File: src/verilog/rcn_params.svh
`ifndef RCN_PARAMS_SVH
`define RCN_PARAMS_SVH
// ==========================================================================
// register offsets (byte addresses)
`define RCN_OFF_CTRL 12'h000
`define RCN_OFF_STAT 12'h004
`define RCN_OFF_IRQ_STAT 12'h008
`define RCN_OFF_IRQ_MASK 12'h00C
`define RCN_OFF_TBLOCK 12'h010
`define RCN_OFF_FLO 12'h014
`define RCN_OFF_FHI 12'h018
`define RCN_OFF_VLO 12'h01C
`define RCN_OFF_VHI 12'h020
`define RCN_OFF_TRIG_EN 12'h024
// ==========================================================================
// ctrl field positions
`define RCN_CTRL_EN_BIT 0
`define RCN_CTRL_SEL_LSB 1
`define RCN_CTRL_EXT_EN_BIT 3
`define RCN_CTRL_AVG_BIT 4
// ==========================================================================
// reset values: frequency in mHz, voltage in 0.1 % of nominal
`define RCN_RST_CTRL 32'h0000_0001
`define RCN_RST_TBLOCK_S 32'h0000_0258
`define RCN_RST_FLO 32'h0000_B98C
`define RCN_RST_FHI 32'h0000_C92C
`define RCN_RST_VLO 32'h0000_03B6
`define RCN_RST_VHI 32'h0000_04F6
`define RCN_RST_TRIG_EN 32'h0000_003F
// ==========================================================================
// timing
`define RCN_CLK_HZ 100000000
`define RCN_TICK_HZ 1
`define RCN_TICK_DIV (`RCN_CLK_HZ / `RCN_TICK_HZ)
`endif

File: src/verilog/rcn_pkg.sv
package rcn_pkg;
  typedef enum logic [1:0] {
    RCN_SEL_INT = 2'h0,
    RCN_SEL_EXT = 2'h1,
    RCN_SEL_BOTH = 2'h2
  } rcn_sel_t;
  typedef enum logic [1:0] {
    RCN_IDLE,
    RCN_BLOCK,
    RCN_RELEASE
  } rcn_state_t;
endpackage : rcn_pkg

File: src/verilog/rcn_tick_if.sv
`timescale 1ns/1ps
interface rcn_tick_if;
  logic tick;
  modport src (output tick);
  modport dst (input tick);
endinterface : rcn_tick_if

File: src/verilog/rcn_tick_div.sv
`timescale 1ns/1ps
`include "rcn_params.svh"
module rcn_tick_div #(
  parameter int unsigned DIV = `RCN_TICK_DIV
) (
  input wire logic pclk,
  input wire logic presetn,
  rcn_tick_if.src t
);
  logic [31:0] cnt_ff;
  logic tick_ff;
  wire logic at_end = (cnt_ff == 32'(DIV - 1));
  // ========================================================================
  // processing tick divider
  always_ff @(posedge pclk or negedge presetn) begin
    if (!presetn) begin
      cnt_ff <= 32'h0000_0000;
      tick_ff <= 1'b0;
    end else begin
      cnt_ff <= at_end ? 32'h0000_0000 : cnt_ff + 32'h0000_0001;
      tick_ff <= at_end;
    end
  end
  assign t.tick = tick_ff;
endmodule : rcn_tick_div

File: src/verilog/rcn_sync.sv
`timescale 1ns/1ps
module rcn_sync #(
  parameter int unsigned W = 1
) (
  input wire logic pclk,
  input wire logic presetn,
  input wire logic [W-1:0] d,
  output logic [W-1:0] q
);
  logic [W-1:0] s1_ff;
  logic [W-1:0] s2_ff;
  // ========================================================================
  // two-stage synchroniser
  always_ff @(posedge pclk or negedge presetn) begin
    if (!presetn) begin
      s1_ff <= '0;
      s2_ff <= '0;
    end else begin
      s1_ff <= d;
      s2_ff <= s1_ff;
    end
  end
  assign q = s2_ff;
endmodule : rcn_sync

File: src/verilog/rcn_reconnect.sv
// The register addresses and the APB interface to the registers are this design's own decisions.
`timescale 1ns/1ps
`include "rcn_params.svh"
module rcn_reconnect #(
  parameter int unsigned NTRIG = 6,
  parameter int unsigned TICK_DIV = `RCN_TICK_DIV
) (
  input wire logic pclk,
  input wire logic presetn,
  input wire logic psel,
  input wire logic penable,
  input wire logic pwrite,
  input wire logic [11:0] paddr,
  input wire logic [31:0] pwdata,
  output logic [31:0] prdata,
  output logic pready,
  output logic pslverr,
  input wire logic [NTRIG-1:0] decouple_trip,
  input wire logic aux_trigger,
  input wire logic external_coupling_release,
  input wire logic [15:0] vll_ab,
  input wire logic [15:0] vll_bc,
  input wire logic [15:0] vll_ca,
  input wire logic [15:0] vavg_ab,
  input wire logic [15:0] vavg_bc,
  input wire logic [15:0] vavg_ca,
  input wire logic [15:0] freq_mhz,
  output logic gen_release,
  output logic irq
);
  // ========================================================================
  // pin inputs synchronised
  logic [NTRIG-1:0] trip_s;
  logic aux_s;
  logic ext_s;
  rcn_sync #(.W(NTRIG)) u_sync_trip (
    .pclk(pclk), .presetn(presetn), .d(decouple_trip), .q(trip_s));
  rcn_sync #(.W(2)) u_sync_misc (
    .pclk(pclk), .presetn(presetn),
    .d({aux_trigger, external_coupling_release}), .q({aux_s, ext_s}));

  rcn_tick_if tk ();
  rcn_tick_div #(.DIV(TICK_DIV)) u_tick (
    .pclk(pclk), .presetn(presetn), .t(tk));

  // ========================================================================
  // registers
  logic [31:0] ctrl_ff;
  logic [31:0] tblock_ff;
  logic [15:0] flo_ff;
  logic [15:0] fhi_ff;
  logic [15:0] vlo_ff;
  logic [15:0] vhi_ff;
  logic [NTRIG-1:0] trig_en_ff;
  logic [2:0] ist_ff;
  logic [2:0] imask_ff;
  logic [31:0] prdata_ff;
  logic pready_ff;
  logic pslverr_ff;
  logic irq_ff;
  logic rel_ff;
  logic [31:0] cnt_ff;
  logic trig_d_ff;
  logic band_d_ff;
  rcn_pkg::rcn_state_t st_ff;
  rcn_pkg::rcn_state_t nxt_st;

  // ========================================================================
  // apb decode
  wire logic setup = psel && !penable;
  wire logic acc = psel && penable;
  wire logic wr = acc && pready_ff && pwrite;
  wire logic rd = setup && !pwrite;
  wire logic hit_ctrl = (paddr == `RCN_OFF_CTRL);
  wire logic hit_stat = (paddr == `RCN_OFF_STAT);
  wire logic hit_ist = (paddr == `RCN_OFF_IRQ_STAT);
  wire logic hit_imask = (paddr == `RCN_OFF_IRQ_MASK);
  wire logic hit_tb = (paddr == `RCN_OFF_TBLOCK);
  wire logic hit_flo = (paddr == `RCN_OFF_FLO);
  wire logic hit_fhi = (paddr == `RCN_OFF_FHI);
  wire logic hit_vlo = (paddr == `RCN_OFF_VLO);
  wire logic hit_vhi = (paddr == `RCN_OFF_VHI);
  wire logic hit_ten = (paddr == `RCN_OFF_TRIG_EN);
  wire logic hit_any = hit_ctrl | hit_stat | hit_ist | hit_imask | hit_tb
    | hit_flo | hit_fhi | hit_vlo | hit_vhi | hit_ten;

  // ========================================================================
  // configuration fields
  wire logic en = ctrl_ff[`RCN_CTRL_EN_BIT];
  wire logic [1:0] sel = ctrl_ff[`RCN_CTRL_SEL_LSB +: 2];
  wire logic ext_en = ctrl_ff[`RCN_CTRL_EXT_EN_BIT];
  wire logic use_avg = ctrl_ff[`RCN_CTRL_AVG_BIT];

  // ========================================================================
  // mains checks
  wire logic [15:0] v_ab = use_avg ? vavg_ab : vll_ab;
  wire logic [15:0] v_bc = use_avg ? vavg_bc : vll_bc;
  wire logic [15:0] v_ca = use_avg ? vavg_ca : vll_ca;
  function automatic logic in_win(input logic [15:0] v,
      input logic [15:0] lo, input logic [15:0] hi);
    in_win = (v > lo) && (v <= hi);
  endfunction : in_win
  // line-to-line voltages, one shared window for both sets
  wire logic v_ok = in_win(v_ab, vlo_ff, vhi_ff)
    && in_win(v_bc, vlo_ff, vhi_ff) && in_win(v_ca, vlo_ff, vhi_ff);
  // frequency window inclusive
  wire logic f_ok = (freq_mhz >= flo_ff) && (freq_mhz <= fhi_ff);
  wire logic ext_ok = ext_en && ext_s;
  logic volt_cond;
  always_comb begin
    unique case (sel)
      2'h0: volt_cond = v_ok;
      2'h1: volt_cond = ext_ok;
      2'h2: volt_cond = v_ok && ext_ok;
      default: volt_cond = 1'b0;
    endcase
  end
  // frequency judged except in external-only, which trusts the remote signal
  wire logic band_ok = volt_cond && (f_ok || sel == 2'h1);
  wire logic trig = en && (|(trip_s & trig_en_ff) || aux_s);
  wire logic expired = (cnt_ff >= tblock_ff);
  wire logic trig_rise = trig && !trig_d_ff;
  wire logic band_fall = !band_ok && band_d_ff;

  // ========================================================================
  // state machine; coupling breaker trip needs no extra logic
  always_comb begin
    nxt_st = st_ff;
    unique case (st_ff)
      rcn_pkg::RCN_IDLE:
        if (trig) nxt_st = rcn_pkg::RCN_BLOCK;
      rcn_pkg::RCN_BLOCK:
        if (!trig && expired && band_ok) nxt_st = rcn_pkg::RCN_RELEASE;
      rcn_pkg::RCN_RELEASE:
        if (trig || !band_ok || !en) nxt_st = rcn_pkg::RCN_BLOCK;
    endcase
    if (!en) nxt_st = rcn_pkg::RCN_IDLE;
  end
  wire logic restart = trig || !band_ok;
  wire logic [31:0] nxt_cnt = restart ? 32'h0000_0000 :
    (tk.tick && !expired) ? cnt_ff + 32'h0000_0001 : cnt_ff;
  wire logic nxt_rel = (nxt_st == rcn_pkg::RCN_RELEASE) && !trig;

  wire logic [2:0] ev = {band_fall, nxt_rel && !rel_ff, trig_rise};
  wire logic [2:0] nxt_ist = ev | (ist_ff & ~((rd && hit_ist) ? 3'h7 : 3'h0));
  wire logic [31:0] stat_val = {28'h000_0000, band_ok, expired,
    st_ff == rcn_pkg::RCN_BLOCK, rel_ff};
  logic [31:0] nxt_rdata;
  always_comb begin
    nxt_rdata = 32'h0000_0000;
    if (hit_ctrl) nxt_rdata = ctrl_ff;
    if (hit_stat) nxt_rdata = stat_val;
    if (hit_ist) nxt_rdata = {29'h0, ist_ff};
    if (hit_imask) nxt_rdata = {29'h0, imask_ff};
    if (hit_tb) nxt_rdata = tblock_ff;
    if (hit_flo) nxt_rdata = {16'h0000, flo_ff};
    if (hit_fhi) nxt_rdata = {16'h0000, fhi_ff};
    if (hit_vlo) nxt_rdata = {16'h0000, vlo_ff};
    if (hit_vhi) nxt_rdata = {16'h0000, vhi_ff};
    if (hit_ten) nxt_rdata = {{(32-NTRIG){1'b0}}, trig_en_ff};
  end

  // ========================================================================
  // apb registers
  always_ff @(posedge pclk or negedge presetn) begin
    if (!presetn) begin
      ctrl_ff <= `RCN_RST_CTRL;
      tblock_ff <= `RCN_RST_TBLOCK_S;
      flo_ff <= 16'(`RCN_RST_FLO);
      fhi_ff <= 16'(`RCN_RST_FHI);
      vlo_ff <= 16'(`RCN_RST_VLO);
      vhi_ff <= 16'(`RCN_RST_VHI);
      trig_en_ff <= NTRIG'(`RCN_RST_TRIG_EN);
      imask_ff <= 3'h0;
    end else if (wr) begin
      if (hit_ctrl) ctrl_ff <= {27'h0, pwdata[4:0]};
      if (hit_tb) tblock_ff <= pwdata;
      if (hit_flo) flo_ff <= pwdata[15:0];
      if (hit_fhi) fhi_ff <= pwdata[15:0];
      if (hit_vlo) vlo_ff <= pwdata[15:0];
      if (hit_vhi) vhi_ff <= pwdata[15:0];
      if (hit_ten) trig_en_ff <= pwdata[NTRIG-1:0];
      if (hit_imask) imask_ff <= pwdata[2:0];
    end
  end

  always_ff @(posedge pclk or negedge presetn) begin
    if (!presetn) begin
      prdata_ff <= 32'h0000_0000;
      pready_ff <= 1'b0;
      pslverr_ff <= 1'b0;
    end else begin
      pready_ff <= setup;
      pslverr_ff <= setup && !hit_any;
      if (rd) prdata_ff <= nxt_rdata;
    end
  end

  // ========================================================================
  // core state
  always_ff @(posedge pclk or negedge presetn) begin
    if (!presetn) begin
      st_ff <= rcn_pkg::RCN_IDLE;
      cnt_ff <= 32'h0000_0000;
      rel_ff <= 1'b0;
      trig_d_ff <= 1'b0;
      band_d_ff <= 1'b0;
      ist_ff <= 3'h0;
      irq_ff <= 1'b0;
    end else begin
      st_ff <= nxt_st;
      cnt_ff <= nxt_cnt;
      rel_ff <= nxt_rel;
      trig_d_ff <= trig;
      band_d_ff <= band_ok;
      ist_ff <= nxt_ist;
      irq_ff <= |(nxt_ist & ~imask_ff);
    end
  end

  assign prdata = prdata_ff;
  assign pready = pready_ff;
  assign pslverr = pslverr_ff;
  assign gen_release = rel_ff;
  assign irq = irq_ff;

  // ========================================================================
  // assertions
  property p_trig_kill;
    @(posedge pclk) disable iff (!presetn)
    trig |=> !gen_release;
  endproperty
  a_trig_kill: assert property (p_trig_kill)
    else $error("release seen after trigger");

  property p_rel_expired;
    @(posedge pclk) disable iff (!presetn)
    $rose(gen_release) |-> $past(expired);
  endproperty
  a_rel_expired: assert property (p_rel_expired)
    else $error("release before block timer expiry");

  property p_restart;
    @(posedge pclk) disable iff (!presetn)
    (!band_ok && en) |=> (cnt_ff == 32'h0000_0000);
  endproperty
  a_restart: assert property (p_restart)
    else $error("timer not restarted on band loss");

  property p_trig_start;
    @(posedge pclk) disable iff (!presetn)
    trig |=> (st_ff == rcn_pkg::RCN_BLOCK) && (cnt_ff == 32'h0000_0000);
  endproperty
  a_trig_start: assert property (p_trig_start)
    else $error("trigger did not start block timer");

  property p_rel_band;
    @(posedge pclk) disable iff (!presetn)
    $rose(gen_release) |-> $past(band_ok);
  endproperty
  a_rel_band: assert property (p_rel_band)
    else $error("release without healthy mains");

  property p_both_and;
    @(posedge pclk) disable iff (!presetn)
    (sel == 2'h2 && !(v_ok && ext_ok)) |=> !gen_release;
  endproperty
  a_both_and: assert property (p_both_and)
    else $error("combined mode released without both");

  property p_tick_only;
    @(posedge pclk) disable iff (!presetn)
    (cnt_ff != $past(cnt_ff) && cnt_ff != 32'h0000_0000)
      |-> $past(tk.tick);
  endproperty
  a_tick_only: assert property (p_tick_only)
    else $error("timer advanced without tick");

  property p_irq;
    @(posedge pclk) disable iff (!presetn)
    ##1 irq == $past(|(nxt_ist & ~imask_ff));
  endproperty
  a_irq: assert property (p_irq)
    else $error("interrupt level mismatch");

  property p_idle_off;
    @(posedge pclk) disable iff (!presetn)
    !en |=> (st_ff == rcn_pkg::RCN_IDLE) && !gen_release;
  endproperty
  a_idle_off: assert property (p_idle_off)
    else $error("disabled block left idle or released");

  property p_ext_only;
    @(posedge pclk) disable iff (!presetn)
    (sel == 2'h1 && !ext_ok) |=> !gen_release;
  endproperty
  a_ext_only: assert property (p_ext_only)
    else $error("external mode released without remote signal");

  property p_int_only;
    @(posedge pclk) disable iff (!presetn)
    (sel == 2'h0 && !v_ok) |=> !gen_release;
  endproperty
  a_int_only: assert property (p_int_only)
    else $error("internal mode released with bad voltage");

  property p_freq;
    @(posedge pclk) disable iff (!presetn)
    (sel != 2'h1 && !f_ok) |=> !gen_release;
  endproperty
  a_freq: assert property (p_freq)
    else $error("released with frequency out of window");

  property p_cnt_hold;
    @(posedge pclk) disable iff (!presetn)
    (expired && !restart) |=> (cnt_ff == $past(cnt_ff));
  endproperty
  a_cnt_hold: assert property (p_cnt_hold)
    else $error("timer moved after expiry");

  property p_ist_set;
    @(posedge pclk) disable iff (!presetn)
    trig_rise |=> ist_ff[0];
  endproperty
  a_ist_set: assert property (p_ist_set)
    else $error("trigger status bit not set");

  property p_rel_level;
    @(posedge pclk) disable iff (!presetn)
    gen_release |-> (st_ff == rcn_pkg::RCN_RELEASE);
  endproperty
  a_rel_level: assert property (p_rel_level)
    else $error("release outside release state");
endmodule : rcn_reconnect

File: config.mk
export PLATFORM = sky130hd
export DESIGN_NAME = rcn_reconnect
export DESIGN_NICKNAME = d
export VERILOG_FILES = /design/src/verilog/rcn_pkg.sv /design/src/verilog/rcn_tick_if.sv /design/src/verilog/rcn_tick_div.sv /design/src/verilog/rcn_sync.sv /design/src/verilog/rcn_reconnect.sv
export VERILOG_INCLUDE_DIRS = /design/src /design/src/verilog
export SDC_FILE = /design/constraint.sdc
export NUM_CORES = 1
export LEC_CHECK = 0
export ABC_AREA = 1
export BUFFER_PORTS_ARGS = -buffer_cell sky130_fd_sc_hd__buf_4
export CAP_MARGIN = 20
export CORE_ASPECT_RATIO = 0.5
export CORE_MARGIN = 3
export CORE_UTILIZATION = 40
export DETAILED_ROUTE_END_ITERATION = 8
export GPL_TIMING_DRIVEN = 1
export REMOVE_ABC_BUFFERS = 1
export SETUP_SLACK_MARGIN = 0.4
export SLEW_MARGIN = 20
export SYNTH_ARGS = -nofsm -noshare
export SYNTH_HDL_FRONTEND = slang
export SYNTH_SLANG_ARGS = --single-unit
File: constraint.sdc
create_clock -name pclk -period 3.7 [get_ports pclk]
set_input_delay 0.74 -clock pclk [delete_from_list [all_inputs] [get_ports pclk]]
set_output_delay 0.74 -clock pclk [all_outputs]
set_load 0.03 [all_outputs]
# Word level (Yosys, flattened, before mapping)

Cells that the tools add are included.

Add/subtract/negate cells: 2
Order comparisons: 9
Equal/unequal tests: 15
Multiplexer cells: 23
Bitwise logic cells: 15
Reductions and logical operators: 51

Operators with widths:

| operator                                                                 | number |
|---|---|
| 32-bit 2-to-1 mux                                                        | 9 |
| 32-bit by 1-bit adder with 32-bit output (second input constant)         | 2 |
| 16-bit less-or-equal comparator                                          | 4 |
| 12-bit by 5-bit equality test with 1-bit output (second input constant)  | 4 |
| 16-bit greater-than comparator                                           | 3 |
| 16-bit 2-to-1 mux                                                        | 3 |
| 32-bit by 27-bit equality test with 1-bit output (second input constant) | 1 |
| 32-bit greater-or-equal comparator                                       | 1 |
| 12-bit by 4-bit equality test with 1-bit output (second input constant)  | 2 |
| 12-bit by 6-bit equality test with 1-bit output (second input constant)  | 2 |
| 1-bit logical AND                                                        | 24 |
| 5-bit 2-to-1 mux                                                         | 4 |
| 16-bit greater-or-equal comparator                                       | 1 |
| 2-bit AND reduction                                                      | 8 |
| 12-bit by 3-bit equality test with 1-bit output (second input constant)  | 1 |
| 12-bit zero test                                                         | 1 |
| 1-bit zero test                                                          | 9 |
| 1-bit bitwise OR                                                         | 9 |
| 2-bit 2-to-1 mux                                                         | 4 |
| 3-bit bitwise AND                                                        | 2 |
| 6-bit bitwise AND                                                        | 1 |
| 2-bit equality test (second input constant)                              | 3 |
| 3-bit NOT                                                                | 2 |
| 2-bit case mux with 3 select lines                                       | 1 |
| other kinds (9)                                                          | 14 |

Bits in registers: 234
Bits of input ports: 169
Output and inout bits: 36
Logic and storage cells: 139

# Longest topological paths before layout

Gate-level depths: netlist of run 1.

Depth after elaboration: 20
Gate-level depth with buffers: 28
Depth with buffers taken out: 26

# Modules after synthesis

From an unflattened synthesis of run 1, not the netlist that was laid out.

Cells, all modules: 1,892
Area, all modules: 15,132.0 µm²

Modules (own cells, without submodules):

| module                 | times used | cells each | area each (µm²) | sequential area each (µm²) |
|---|---|---|---|---|
| rcn_reconnect          | 1          | 1,601      | 12,792.3        | 4,679.5 |
| rcn_tick_div           | 1          | 275        | 1,939.4         | 825.8 |
| rcn_sync (u_sync_trip) | 1          | 12         | 300.3           | 300.3 |
| rcn_sync (u_sync_misc) | 1          | 4          | 100.1           | 100.1 |

# Worst setup path before layout of run 1

No wires, ideal clock.

Path kind: register to register
Start: register ctrl_ff[4]
End: register cnt_ff[26]
Setup time: 119 ps
Arrival: 2,917 ps
Data required time: 3,581 ps
Setup slack: 665 ps
Stages on the path, launching flop included: 24
Buffers on the path: 3
Clock period less this slack: 3,035 ps
Path through: dfrtp_1 clkbuf_1 buf_1 clkbuf_1 nand2_1 nand2_1 ha_1 nand2_1 nor2_1 nand2_1 nor2_1 nor2_1 nand3_1 a21oi_1 nand2_1 nor2_1 nand3_2 a21oi_4 nand2_1 nand3_1 nor2_1 nand2_1 a21oi_1 o21a_1

Longest elaborated chain between the ends: 11
Elaborated cells between the ends (all ways): 21
Classes of those cells: 6 x order compare; 5 x mux; 10 x reduce/logical

Ends and longest elaborated chain:

| item                                                                                     | line                                     | RTL |
|---|---|---|
| from (decl)                                                                              | rcn_reconnect.sv:48                      | `logic [31:0] ctrl_ff;` |
| from (signal assigned)                                                                   | rcn_reconnect.sv:167                     | `` ctrl_ff <= `RCN_RST_CTRL; `` |
| from (signal assigned)                                                                   | rcn_reconnect.sv:176                     | `if (hit_ctrl) ctrl_ff <= {27'h0, pwdata[4:0]};` |
| 16-bit 2-to-1 mux (on tied branches)                                                     | rcn_reconnect.sv:96, rcn_reconnect.sv:97 |  |
| 16-bit greater-than comparator / 16-bit less-or-equal comparator (equally long branches) | rcn_reconnect.sv:101                     | `in_win = (v > lo) && (v <= hi);` |
| 1-bit logical AND                                                                        | rcn_reconnect.sv:101                     |  |
| 1-bit logical AND                                                                        | rcn_reconnect.sv:105                     | `&& in_win(v_bc, vlo_ff, vhi_ff) && in_win(v_ca, vlo_ff, vhi_ff);` |
| 1-bit logical AND (*)                                                                    | rcn_reconnect.sv:105                     |  |
| 1-bit logical AND                                                                        | rcn_reconnect.sv:114                     | `2'h2: volt_cond = v_ok && ext_ok;` |
| 1-bit case mux with 3 select lines (*)                                                   | rcn_reconnect.sv:111                     | `unique case (sel)` |
| 1-bit logical AND (*)                                                                    | rcn_reconnect.sv:119                     | `wire logic band_ok = volt_cond && (f_ok \|\| sel == 2'h1);` |
| 1-bit zero test (*)                                                                      | rcn_reconnect.sv:139                     | `wire logic restart = trig \|\| !band_ok;` |
| 1-bit logical OR (*)                                                                     | rcn_reconnect.sv:139                     |  |
| 32-bit 2-to-1 mux / 2-bit nonzero test (equally long branches)                           | --                                       |  |
| to (signal assigned)                                                                     | rcn_reconnect.sv:212                     | `cnt_ff <= nxt_cnt;` |
| to (decl)                                                                                | rcn_reconnect.sv:62                      | `logic [31:0] cnt_ff;` |

Mark *: on every way between the ends. The rest lies on a longest branch, timed or not.
A chain may end at the register's enable or synchronous reset.

# Worst setup path after layout of run 1

Start: register ctrl_ff[4]
End: register cnt_ff[18]

Same word-level chain as after synthesis.

==> results.cfg, run 1 <==
[clock_tree]
cts_buffers = 24
clockBufferDepth = 3
clock-root-buffer = clkbuf_16
cts_sinks = 234
insertion_delay_ns = 0.53
cts_tree = yes
h-tree-depth = 1
clk_pin_slew_ns = 0.07
holdBufCountCts = 0

[route]
vias_per_cell = 5.151
antenna_left = 0
drt_drc_violations_left = 0
wirelength_um = 44770
wl_per_cell_um = 16.91
vias = 13640
drtIter0Drc = 945
firstDrtPassIters = 5

[logic_synthesis]
synth-edff-count = 0
ys.flop_type = dfrtp_1
syn_area_um2 = 14910
synthArstFlopShare = 1.000
synth-seq-area-share = 0.3960
syn_inst = 1930
syn_area_per_cell_um2 = 7.727
ys_ff_latch = 234
yosys_warnings = 0
synth.distinct_cells = 51

[timing]
fin_worst_skew_ns = 0.01215
finalSetupTns_ns = 0
tightest_slew_ns = 0.9391
relSlewSlack = 0.3724
finalHoldViolations = 0
max_freq_ghz = 0.3200
timing.final.crit_share = 0.8446
setup_viol = 0
slew_violations = 0
finalCriticalPeriod_ns = 3.125
rsz0062_at_grt = no
whs_ns = 0.1121

[place]
portBuffers = 204
dp.cells = 2590
place_congestion = 0.8994
post_dp_cell_area_um2 = 17030
dp.final_hpwl_um = 34240

[finish]
multi_input_area_um2 = 8198
area_delta_synth_final_pct = 24.10
drive_gt1_frac = 0.1914
fin_cells = 2647
nFillCells = 3547
regArea_um2 = 5907
fin_area_um2 = 18510
fin_nets = 2478
antenna_cells = 0

[setup_path]
crit_fanout = 17
worstPathRequired_ns = 4.17
crit_path_frequent_cell = nor2_1
crit_path_max_incr_delay_ns = 0.50
critPathLaunchType = flip-flop
rr_startpoint = ctrl_ff[4]$_DFFE_PN0P_
worst_path_max_delay_cell = dfrtp_2
crit_chain = buf_8, mux2i_4, ha_1, nand2_1, nor2_1, nand2_1, nor2_1, nor2_1, nand3_1, a21oi_2, nand2_2, nor2_4, nand3_4, a21oi_4, clkinvlp_4, buf_12, a21oi_2, o21a_1
cp.arrival_ns = 3.59
critPathKind = reg -> reg
end_kind = flip-flop
critPathLaunch = ctrl_ff[4]$_DFFE_PN0P_

[power]
p_leak_nw = 8.665
power.density_nw_per_um2 = 313.7
p_comb_frac = 0.090
seq_power_share = 0.444
p_sw_frac = 0.2347
pwr-share-clk = 0.466
switchingPower_mw = 1.363
peakVddDrop_uv = 287.4
p_int_mw = 4.443

[grt]
grt.overflow.total = 0
grt_max_degree = 77
antenna_found_initial = 0
grt_pass1_vias = 12780
grt_pass1_wl_um = 69270
grt_usage = 0.2172

[run]
max-cap-violations = 0

[floorplan]
fp.dieW_um = 279.1
core_area_um2 = 36360
num_rows = 49
die_area_um2 = 39780
ios = 205
die_h_um = 142.5
start_util = 0.4102

[worst_hold_path]
min_path_type = in -> async

[run_status]
status = finished, final reports clean
[path summary, 6_finish.rpt]
path                                                  endpoint  slack [ns]  cells after the start
worst min register to register      u_sync_trip.q[0]$_DFF_PN0_        0.35                      0
max in group asynchronous                        irq$_DFF_PN0_        2.61                      2
worst max register to register          cnt_ff[18]$_DFFE_PN0P_        0.57                     18
min in group pclk               u_sync_misc.s1_ff[0]$_DFF_PN0_        0.32                      1
worst min-delay path                    prdata[29]$_DFFE_PN0P_        0.11                      1
worst max-delay path                    cnt_ff[18]$_DFFE_PN0P_        0.57                     18
[cells by family after synthesis]
kind of cell,Yosys count,synth area share
AO/OA/AOI/OAI,409,0.1477
XOR/XNOR,20,0.01175
multiplexers,3,0.002014
buffers and inverters,309,0.07803
AND/OR/NAND/NOR,791,0.2269
flip-flops,234,0.3960
adder cells (fa/ha/maj),164,0.1376
[layout make-up]
class	instances	share of cell area
clock buffer	28	0.03549
inverter	264	0.05415
timing repair buffer	234	0.1036
sequential	234	0.3192
multi-input combinational	1387	0.4429
clock inverter	16	0.01190
tap	484	0.03272
[timing repair]
| item | in CTS | in global routing |
|---|---|---|
| endpoints found under the hold margin | 0 | 0 |
| endpoints found under the setup margin | 8 | 24 |
| resized for setup | 3 | 78 |
| pin swaps | 0 | 10 |
| buffers inserted | 1 | 6 |
| cloned | 0 | 6 |
[metal layers]
layer  vias up  share of wire  GRT usage
met5         -              0          0
met3        56          0.044    0.02737
met2       283           0.45     0.3448
met1      6482           0.49     0.3200
met4         0          0.022    0.04331
li1       6814              -          -
[flip-flops by register name, indices dropped and copies added (netlist names), 5 cells and up]
signal and count:
tblock_ff 32, u_tick.cnt_ff 32, flo_ff 16, prdata 32, fhi_ff 16, u_sync_trip.q 6
vhi_ff 16, ctrl_ff 5, cnt_ff 32, vlo_ff 16, trig_en_ff 6, u_sync_trip.s1_ff 6
[power by group through the flow]
stage / registers (mW) / logic [mW] / clock network [mW]
finish: 2.58 / 0.524 / 2.70
CTS: 2.58 / 0.505 / 2.76
detailed placement: 2.63 / 0.502 / 0
global route: 2.58 / 0.593 / 2.87
global placement: 2.63 / 0.492 / 0
floorplan: 2.63 / 0.200 / 0
[per-stage QoR]
step,worst slack (ns),util,power [mW]
2_1_floorplan,-0.06241,-,2.835
3_5_place_dp,0.3146,0.4684,3.128
4_1_cts,0.4206,0.4930,5.844
6_report,0.5749,0.5091,5.806
3_3_place_gp,0.3769,0.4684,3.118
5_1_grt,0.3550,0.5091,6.043
[critical path, delay by kind of cell, from the launching register on]
family                     cells  cell delay [ns]
adders and majority gates      1             0.27
muxes                          1             0.29
and+or+nand+nor                9             0.74
buffers and inverters          3             0.60
AOI/OAI and AO/OA              4             0.66
DFF                            1             0.50
[synth_stat cells, types with 4 or more instances]
cell	count	share of area
ha_1	164	0.14
nand2_1	499	0.13
o21a_1	10	0.0050
nor4_1	12	0.0050
nand4_1	27	0.011
o22ai_1	11	0.0046
nor2_4	4	0.0030
nor2_1	123	0.031
clkbuf_1	40	0.010
inv_1	261	0.066
nor3_2	8	0.0054
o211ai_1	4	0.0020
dfstp_2	40	0.070
nand2_2	5	0.0021
xor2_1	19	0.011
a211oi_1	11	0.0055
nand3_2	5	0.0034
o21ai_1	11	0.0037
nor3_1	38	0.013
o21ai_0	197	0.066
nand3_1	55	0.018
a21oi_1	140	0.047
a31oi_1	4	0.0017
dfrtp_1	194	0.33
a21o_1	7	0.0035
[cells in the final DEF (no fill, tap or decap), drive strengths merged, types with 4 or more instances in the layout]
master / synthesis / layout
inv: 264 / 265
o211ai: 4 / 4
bufinv: 0 / 5
nor2: 131 / 131
clkbuf: 40 / 33
o21a: 10 / 10
a211oi: 11 / 11
o22ai: 11 / 11
xor2: 19 / 19
dfrtp: 194 / 194
nor3: 47 / 47
dfstp: 40 / 40
a21oi: 141 / 141
nand3: 60 / 60
nor4: 13 / 13
clkinv: 0 / 9
o21ai: 208 / 208
a31oi: 4 / 4
nand4: 27 / 27
ha: 164 / 164
a21o: 7 / 7
nand2: 504 / 504
buf: 5 / 229
Power figures use the tool's default switching activity.
==> run 2: changes to the inputs <==
clock period = 2.95 ns   (was 3.7 ns; I/O delays follow)
==> results.cfg, run 2 (synthesis gave the netlist of run 1 again) <==
[run_status]
status = complete, but fails checks
failed_checks = negative hold slack, negative setup slack

[power]
power.density_nw_per_um2 = 386.3
p_leak_nw = 8.981
finalPower_mw = 7.470
pwr-share-clk = 0.474
switchingPower_mw = 1.695
p_comb_frac = 0.093
peakVddDrop_uv = 328.0
p_int_mw = 5.775
p_sw_frac = 0.2270
seq_power_share = 0.433

[place]
dp.final_hpwl_um = 34280
portBuffers = 204
place_ws_ns = -0.1849
place_congestion = 0.9050

[floorplan]
ios = 205
num_rows = 49
die_h_um = 142.5
fp.dieW_um = 279.1
core_area_um2 = 36360
die_area_um2 = 39780
start_util = 0.4102

[timing]
max_freq_ghz = 0.3276
finalCriticalPeriod_ns = 3.052
timing.final.crit_share = 1.035
setup_viol = 23
rsz0062_at_grt = yes
setup_ws_ns = -0.1023
relSlewSlack = 0.4418
fin_worst_skew_ns = 0.008349
whs_ns = -0.01793
finalSetupTns_ns = -1.028
tightest_slew_ns = 0.8342
slew_violations = 0
finalHoldViolations = 7

[finish]
fin_nets = 2514
regArea_um2 = 5908
drive_gt1_frac = 0.2306
final_core_util = 0.5319
multi_input_area_um2 = 8647
nFillCells = 3460
area_delta_synth_final_pct = 29.67
final_cell_mix = nand2_1, inv_1, buf_4
antenna_cells = 0
final_common_cell = nand2_1

[grt]
antenna_found_initial = 0
grt.overflow.total = 0
grt_pass1_vias = 13310
grt_max_degree = 63
grt_usage = 0.2252
grt_pass1_wl_um = 72040

[worst_hold_path]
min_path_type = in -> async

[clock_tree]
cts_buffers = 24
clockBufferDepth = 3
clk_pin_slew_ns = 0.06
h-tree-depth = 1
insertion_delay_ns = 0.53
cts_sinks = 234
clock-root-buffer = clkbuf_16
cts_tree = yes

[route]
vias = 13820
wirelength_um = 45180
antenna_left = 0
wl_per_cell_um = 16.84
drtIter0Drc = 926
drt_drc_violations_left = 0
vias_per_cell = 5.152
firstDrtPassIters = 5

[setup_path]
crit_path_max_incr_delay_ns = 0.46
worst_path_max_delay_cell = dfrtp_2
end_kind = flip-flop
cp.arrival_ns = 3.53
crit_fanout = 23
path_delay_family = compound AO/OA/AOI/OAI gates
worstPathRequired_ns = 3.43
crit_chain = buf_6, buf_12, nand2_1, nand2_1, ha_1, a21oi_1, o21ai_0, nor2_1, a21oi_1, nor2_2, nand3_4, a21oi_4, inv_2, buf_12, a31oi_4, o21a_1
critPathLaunchType = flip-flop
critPathKind = reg -> reg
path_buf_inv = 4

[run]
max-cap-violations = 0
[run 2: final timing paths]
kind                            slack [ns]  cells past startpoint                             end                            from
worst max-delay path                 -0.10                     16          cnt_ff[17]$_DFFE_PN0P_          ctrl_ff[4]$_DFFE_PN0P_
worst min-delay path                 -0.02                      1          prdata[29]$_DFFE_PN0P_                         presetn
worst max register to register       -0.10                     16          cnt_ff[17]$_DFFE_PN0P_          ctrl_ff[4]$_DFFE_PN0P_
worst min register to register        0.35                      0      u_sync_misc.q[1]$_DFF_PN0_  u_sync_misc.s1_ff[1]$_DFF_PN0_
max in group asynchronous             2.18                      2       trig_en_ff[2]$_DFFE_PN1P_                         presetn
min in group pclk                     0.16                      1  u_sync_misc.s1_ff[0]$_DFF_PN0_       external_coupling_release
[run 2: through the flow]
step                      hold WS, ns  std cells  instance area (µm²)
final                        -0.01793       2683                19340
after global routing          0.01990       2683                19340
after detailed placement       0.3355       2612                17240
after global placement         0.3339       2612                17240
after CTS                   0.0005462       2668                18800
after floorplan                0.2944       1885                14740
[run 2: area by class of cell]
| cell class | count | share of cell area |
|---|---|---|
| Multi-Input combinational cell | 1387 | 0.4471 |
| Sequential cell | 234 | 0.3055 |
| Timing Repair Buffer | 270 | 0.1170 |
| Inverter | 264 | 0.05150 |
| Clock buffer | 36 | 0.03759 |
| Tap cell | 484 | 0.03131 |
| Clock inverter | 8 | 0.009964 |
[run 2: power by group through the flow]
stage               Combinational [mW]  Sequential (mW)  Clock, mW
detailed placement               0.638             3.29          0
floorplan                        0.251             3.30          0
global route                     0.786             3.24       3.73
finish                           0.696             3.24       3.54
CTS                              0.676             3.24       3.60
global placement                 0.628             3.29          0
[run 2: repair_timing]
action,in CTS,in global routing
gates resized for setup,102,76
hold buffers,0,0
gates cloned,4,1
endpoints found under the setup margin,39,47
setup buffers,8,14
pin swaps,21,37
[run 2: worst register-to-register path, cell delays in order, from the launching register on]
cell and delay, ns:
dfrtp_2 0.46, buf_6 0.15, buf_12 0.15, nand2_1 0.07
nand2_1 0.13, ha_1 0.35, a21oi_1 0.17, o21ai_0 0.18
nor2_1 0.16, a21oi_1 0.08, nor2_2 0.15, nand3_4 0.16
a21oi_4 0.25, inv_2 0.10, buf_12 0.16, a31oi_4 0.14
o21a_1 0.14
[run 2: per-layer routing]
metal / routed length (µm) / part of all wire / track usage
met1: 21910 / 0.48 / 0.3269
met2: 20460 / 0.45 / 0.3621
met3: 1912 / 0.042 / 0.02901
met4: 905 / 0.020 / 0.04634
met5: 0 / 0 / 0
==> run 3: changes to the inputs <==
SYNTH_HIERARCHICAL = 1   (was not set)
==> results.cfg, run 3 <==
[worst_hold_path]
min_path_type = in -> reg

[floorplan]
core_area_um2 = 36600
ios = 205
die_h_um = 143.5
die_area_um2 = 40340
num_rows = 49
start_util = 0.4134
fp.dieW_um = 281.1

[logic_synthesis]
synthArstFlopShare = 1.000
yosys.area_share.simple = 0.2222
synth_top_cells_by_area = dfrtp_1, ha_1, nand2_1, dfstp_2, inv_1
yosys_warnings = 6
synthAdderAreaFrac = 0.1356
synth_commonest_cells = nand2_1, inv_1, dfrtp_1, nor2_1, ha_1
synth-xor-area-share = 0.008103
synth_top_area_frac = 0.3208
synth_compound_area_frac = 0.1372
synth-edff-count = 0
ys_ff_latch = 234
synthMuxAreaShare = 0.03547
synth_top_family_by_area = simple AND/OR/NAND/NOR gates
synth_top_area_cell = dfrtp_1
ys.flop_type = dfrtp_1
yosysMostFrequentCell = nand2_1
syn_inst = 1892
synth.distinct_cells = 57
synth-seq-area-share = 0.3903
syn_area_um2 = 15130
syn_area_per_cell_um2 = 7.998

[grt]
grt_pass1_vias = 12860
use_met2 = 0.3407
grt_max_degree = 71
grt.overflow.total = 0
antenna_found_initial = 0
grt_usage = 0.2066
grt-busiest-layer = met2
grtUsageMet1 = 0.2928
grt_pass1_wl_um = 66900
use_met3 = 0.03068

[timing]
max_freq_ghz = 0.3142
timing.final.crit_share = 1.079
slew_violations = 0
relSlewSlack = 0.5443
finalSetupTns_ns = -4.418
setup_ws_ns = -0.2325
finalHoldViolations = 0
setup_viol = 37
fin_worst_skew_ns = 0.01713
rsz0062_at_grt = yes
finalCriticalPeriod_ns = 3.183
tightest_slew_ns = 0.6819

[route]
wirelength_um = 42640
wl_per_cell_um = 16.11
vias = 13410
drt_drc_violations_left = 0
vias_per_cell = 5.066
drtIter0Drc = 924
antenna_left = 0
firstDrtPassIters = 5

[clock_tree]
insertion_delay_ns = 0.53
clock-root-buffer = clkbuf_16
cts_buffers = 25
cts_tree = yes
cts_sinks = 234
clk_pin_slew_ns = 0.06
clockBufferDepth = 3
h-tree-depth = 1

[finish]
final_cell_mix = nand2_1, buf_4, inv_1
fin_nets = 2478
drive_gt1_frac = 0.2436
fin_cells = 2647
antenna_cells = 0
area_delta_synth_final_pct = 26.58
final_common_cell = nand2_1

[setup_path]
cp.arrival_ns = 3.58
critPathLaunchType = flip-flop
crit_fanout = 5
end_kind = flip-flop
worstPathRequired_ns = 3.35
critPathKind = reg -> reg

[place]
dp.cells = 2583
dp.final_hpwl_um = 32590
place_ws_ns = -0.2927
portBuffers = 204
place_congestion = 0.8886

[run]
max-cap-violations = 0

[power]
power.density_nw_per_um2 = 375.2
peakVddDrop_uv = 349.8
p_leak_nw = 8.728

[run_status]
status = complete, but fails checks
failed_checks = negative setup slack
[run 3: cell count changes after synthesis, moves of 9 or more]
cell	previous run	this run
nor3_1	38	28
clkbuf_1	40	27
inv_1	261	234
o21ai_0	197	160
nor2_1	123	172
a21oi_1	140	126
mux2_2	0	45
nor4_1	12	3
a211oi_1	11	1
nand2_1	499	443
[run 3: worst paths after layout]
kind                                                 from                        endpoint  slack [ns]  cells past startpoint
max                                ctrl_ff[4]$_DFFE_PN0P_          cnt_ff[24]$_DFFE_PN0P_       -0.23                     18
min                                      decouple_trip[2]  u_sync_trip/s1_ff[2]$_DFF_PN0_        0.17                      1
max reg2reg                        ctrl_ff[4]$_DFFE_PN0P_          cnt_ff[24]$_DFFE_PN0P_       -0.23                     18
min reg2reg                u_sync_misc/s1_ff[1]$_DFF_PN0_      u_sync_misc/q[1]$_DFF_PN0_        0.35                      0
max in group asynchronous                         presetn          cnt_ff[22]$_DFFE_PN0P_        1.61                      3
min in group asynchronous                         presetn      u_tick/cnt_ff[5]$_DFF_PN0_        0.55                      2
[run 3: final cells by class]
class                   count  area, µm²
clock buffers              31      658.1
clock inverters            14      183.9
fillers                  3515      17450
inverters                 242      913.4
multi-input cells        1376       8722
flip-flops and latches    234       5908
well taps                 484      605.6
repair buffers            266       2162
[run 3: per-stage QoR]
| step | utilization | power [mW] | hold slack, ns | cell area (µm²) |
|---|---|---|---|---|
| 6_report | 0.5233 | 7.187 | 0.1666 | 19150 |
| 5_1_grt | 0.5233 | 7.512 | 0.1443 | 19150 |
| 4_1_cts | 0.5078 | 7.255 | 0.1432 | 18590 |
| 3_5_place_dp | 0.4774 | 3.925 | 0.3358 | 17470 |
| 3_3_place_gp | 0.4774 | 3.918 | 0.3317 | 17470 |
| 2_1_floorplan | - | 3.562 | 0.2944 | 14960 |
[run 3: power breakdown]
part,leakage [nW],switching (mW),total [mW],internal (mW)
clock network,0.408,1.33,3.27,1.94
registers,2.96,0.00683,3.24,3.23
logic,5.36,0.349,0.678,0.329
total,8.73,1.69,7.19,5.50
[run 3: logic make-up (layout without fill, tap and decap cells)]
| logic type | Yosys count | after routing |
|---|---|---|
| xor gates and xnor gates | 14 | 14 |
| adders and majority gates | 164 | 164 |
| buffers and inverters | 282 | 553 |
| DFF | 234 | 234 |
| and+or+nand+nor | 777 | 777 |
| AOI/OAI and AO/OA | 373 | 373 |
| muxes | 48 | 48 |
[run 3: timing repair]
item / 4_1_cts / 5_1_grt
endpoints found under the setup margin: 40 / 41
gates resized for setup: 36 / 81
cloned: 3 / 3
hold buffers: 1 / 0
pin swaps: 13 / 13
buffers inserted: 5 / 7
endpoints found under the hold margin: 35 / 0
[run 3: metal layers]
layer	vias up	routed length [µm]	share of wire
li1	6792	-	-
met1	6341	20580	0.48
met2	234	19640	0.46
met3	42	1776	0.042
met4	0	646	0.015
met5	-	0	0
[run 3: worst max-delay path: stages (launching register included)]
cell and delay (ns):
dfrtp_2 0.43, buf_6 0.14, clkbuf_16 0.16, mux2_4 0.33, ha_4 0.28, nand4_1 0.16
nor3_4 0.22, nand3_1 0.09, nand2_1 0.09, nand2_2 0.06, nor2_4 0.12, nand3_4 0.15
a21oi_4 0.26, nand2_4 0.12, nand3_4 0.09, buf_4 0.12, inv_4 0.04, a21oi_2 0.14
a211oi_2 0.04
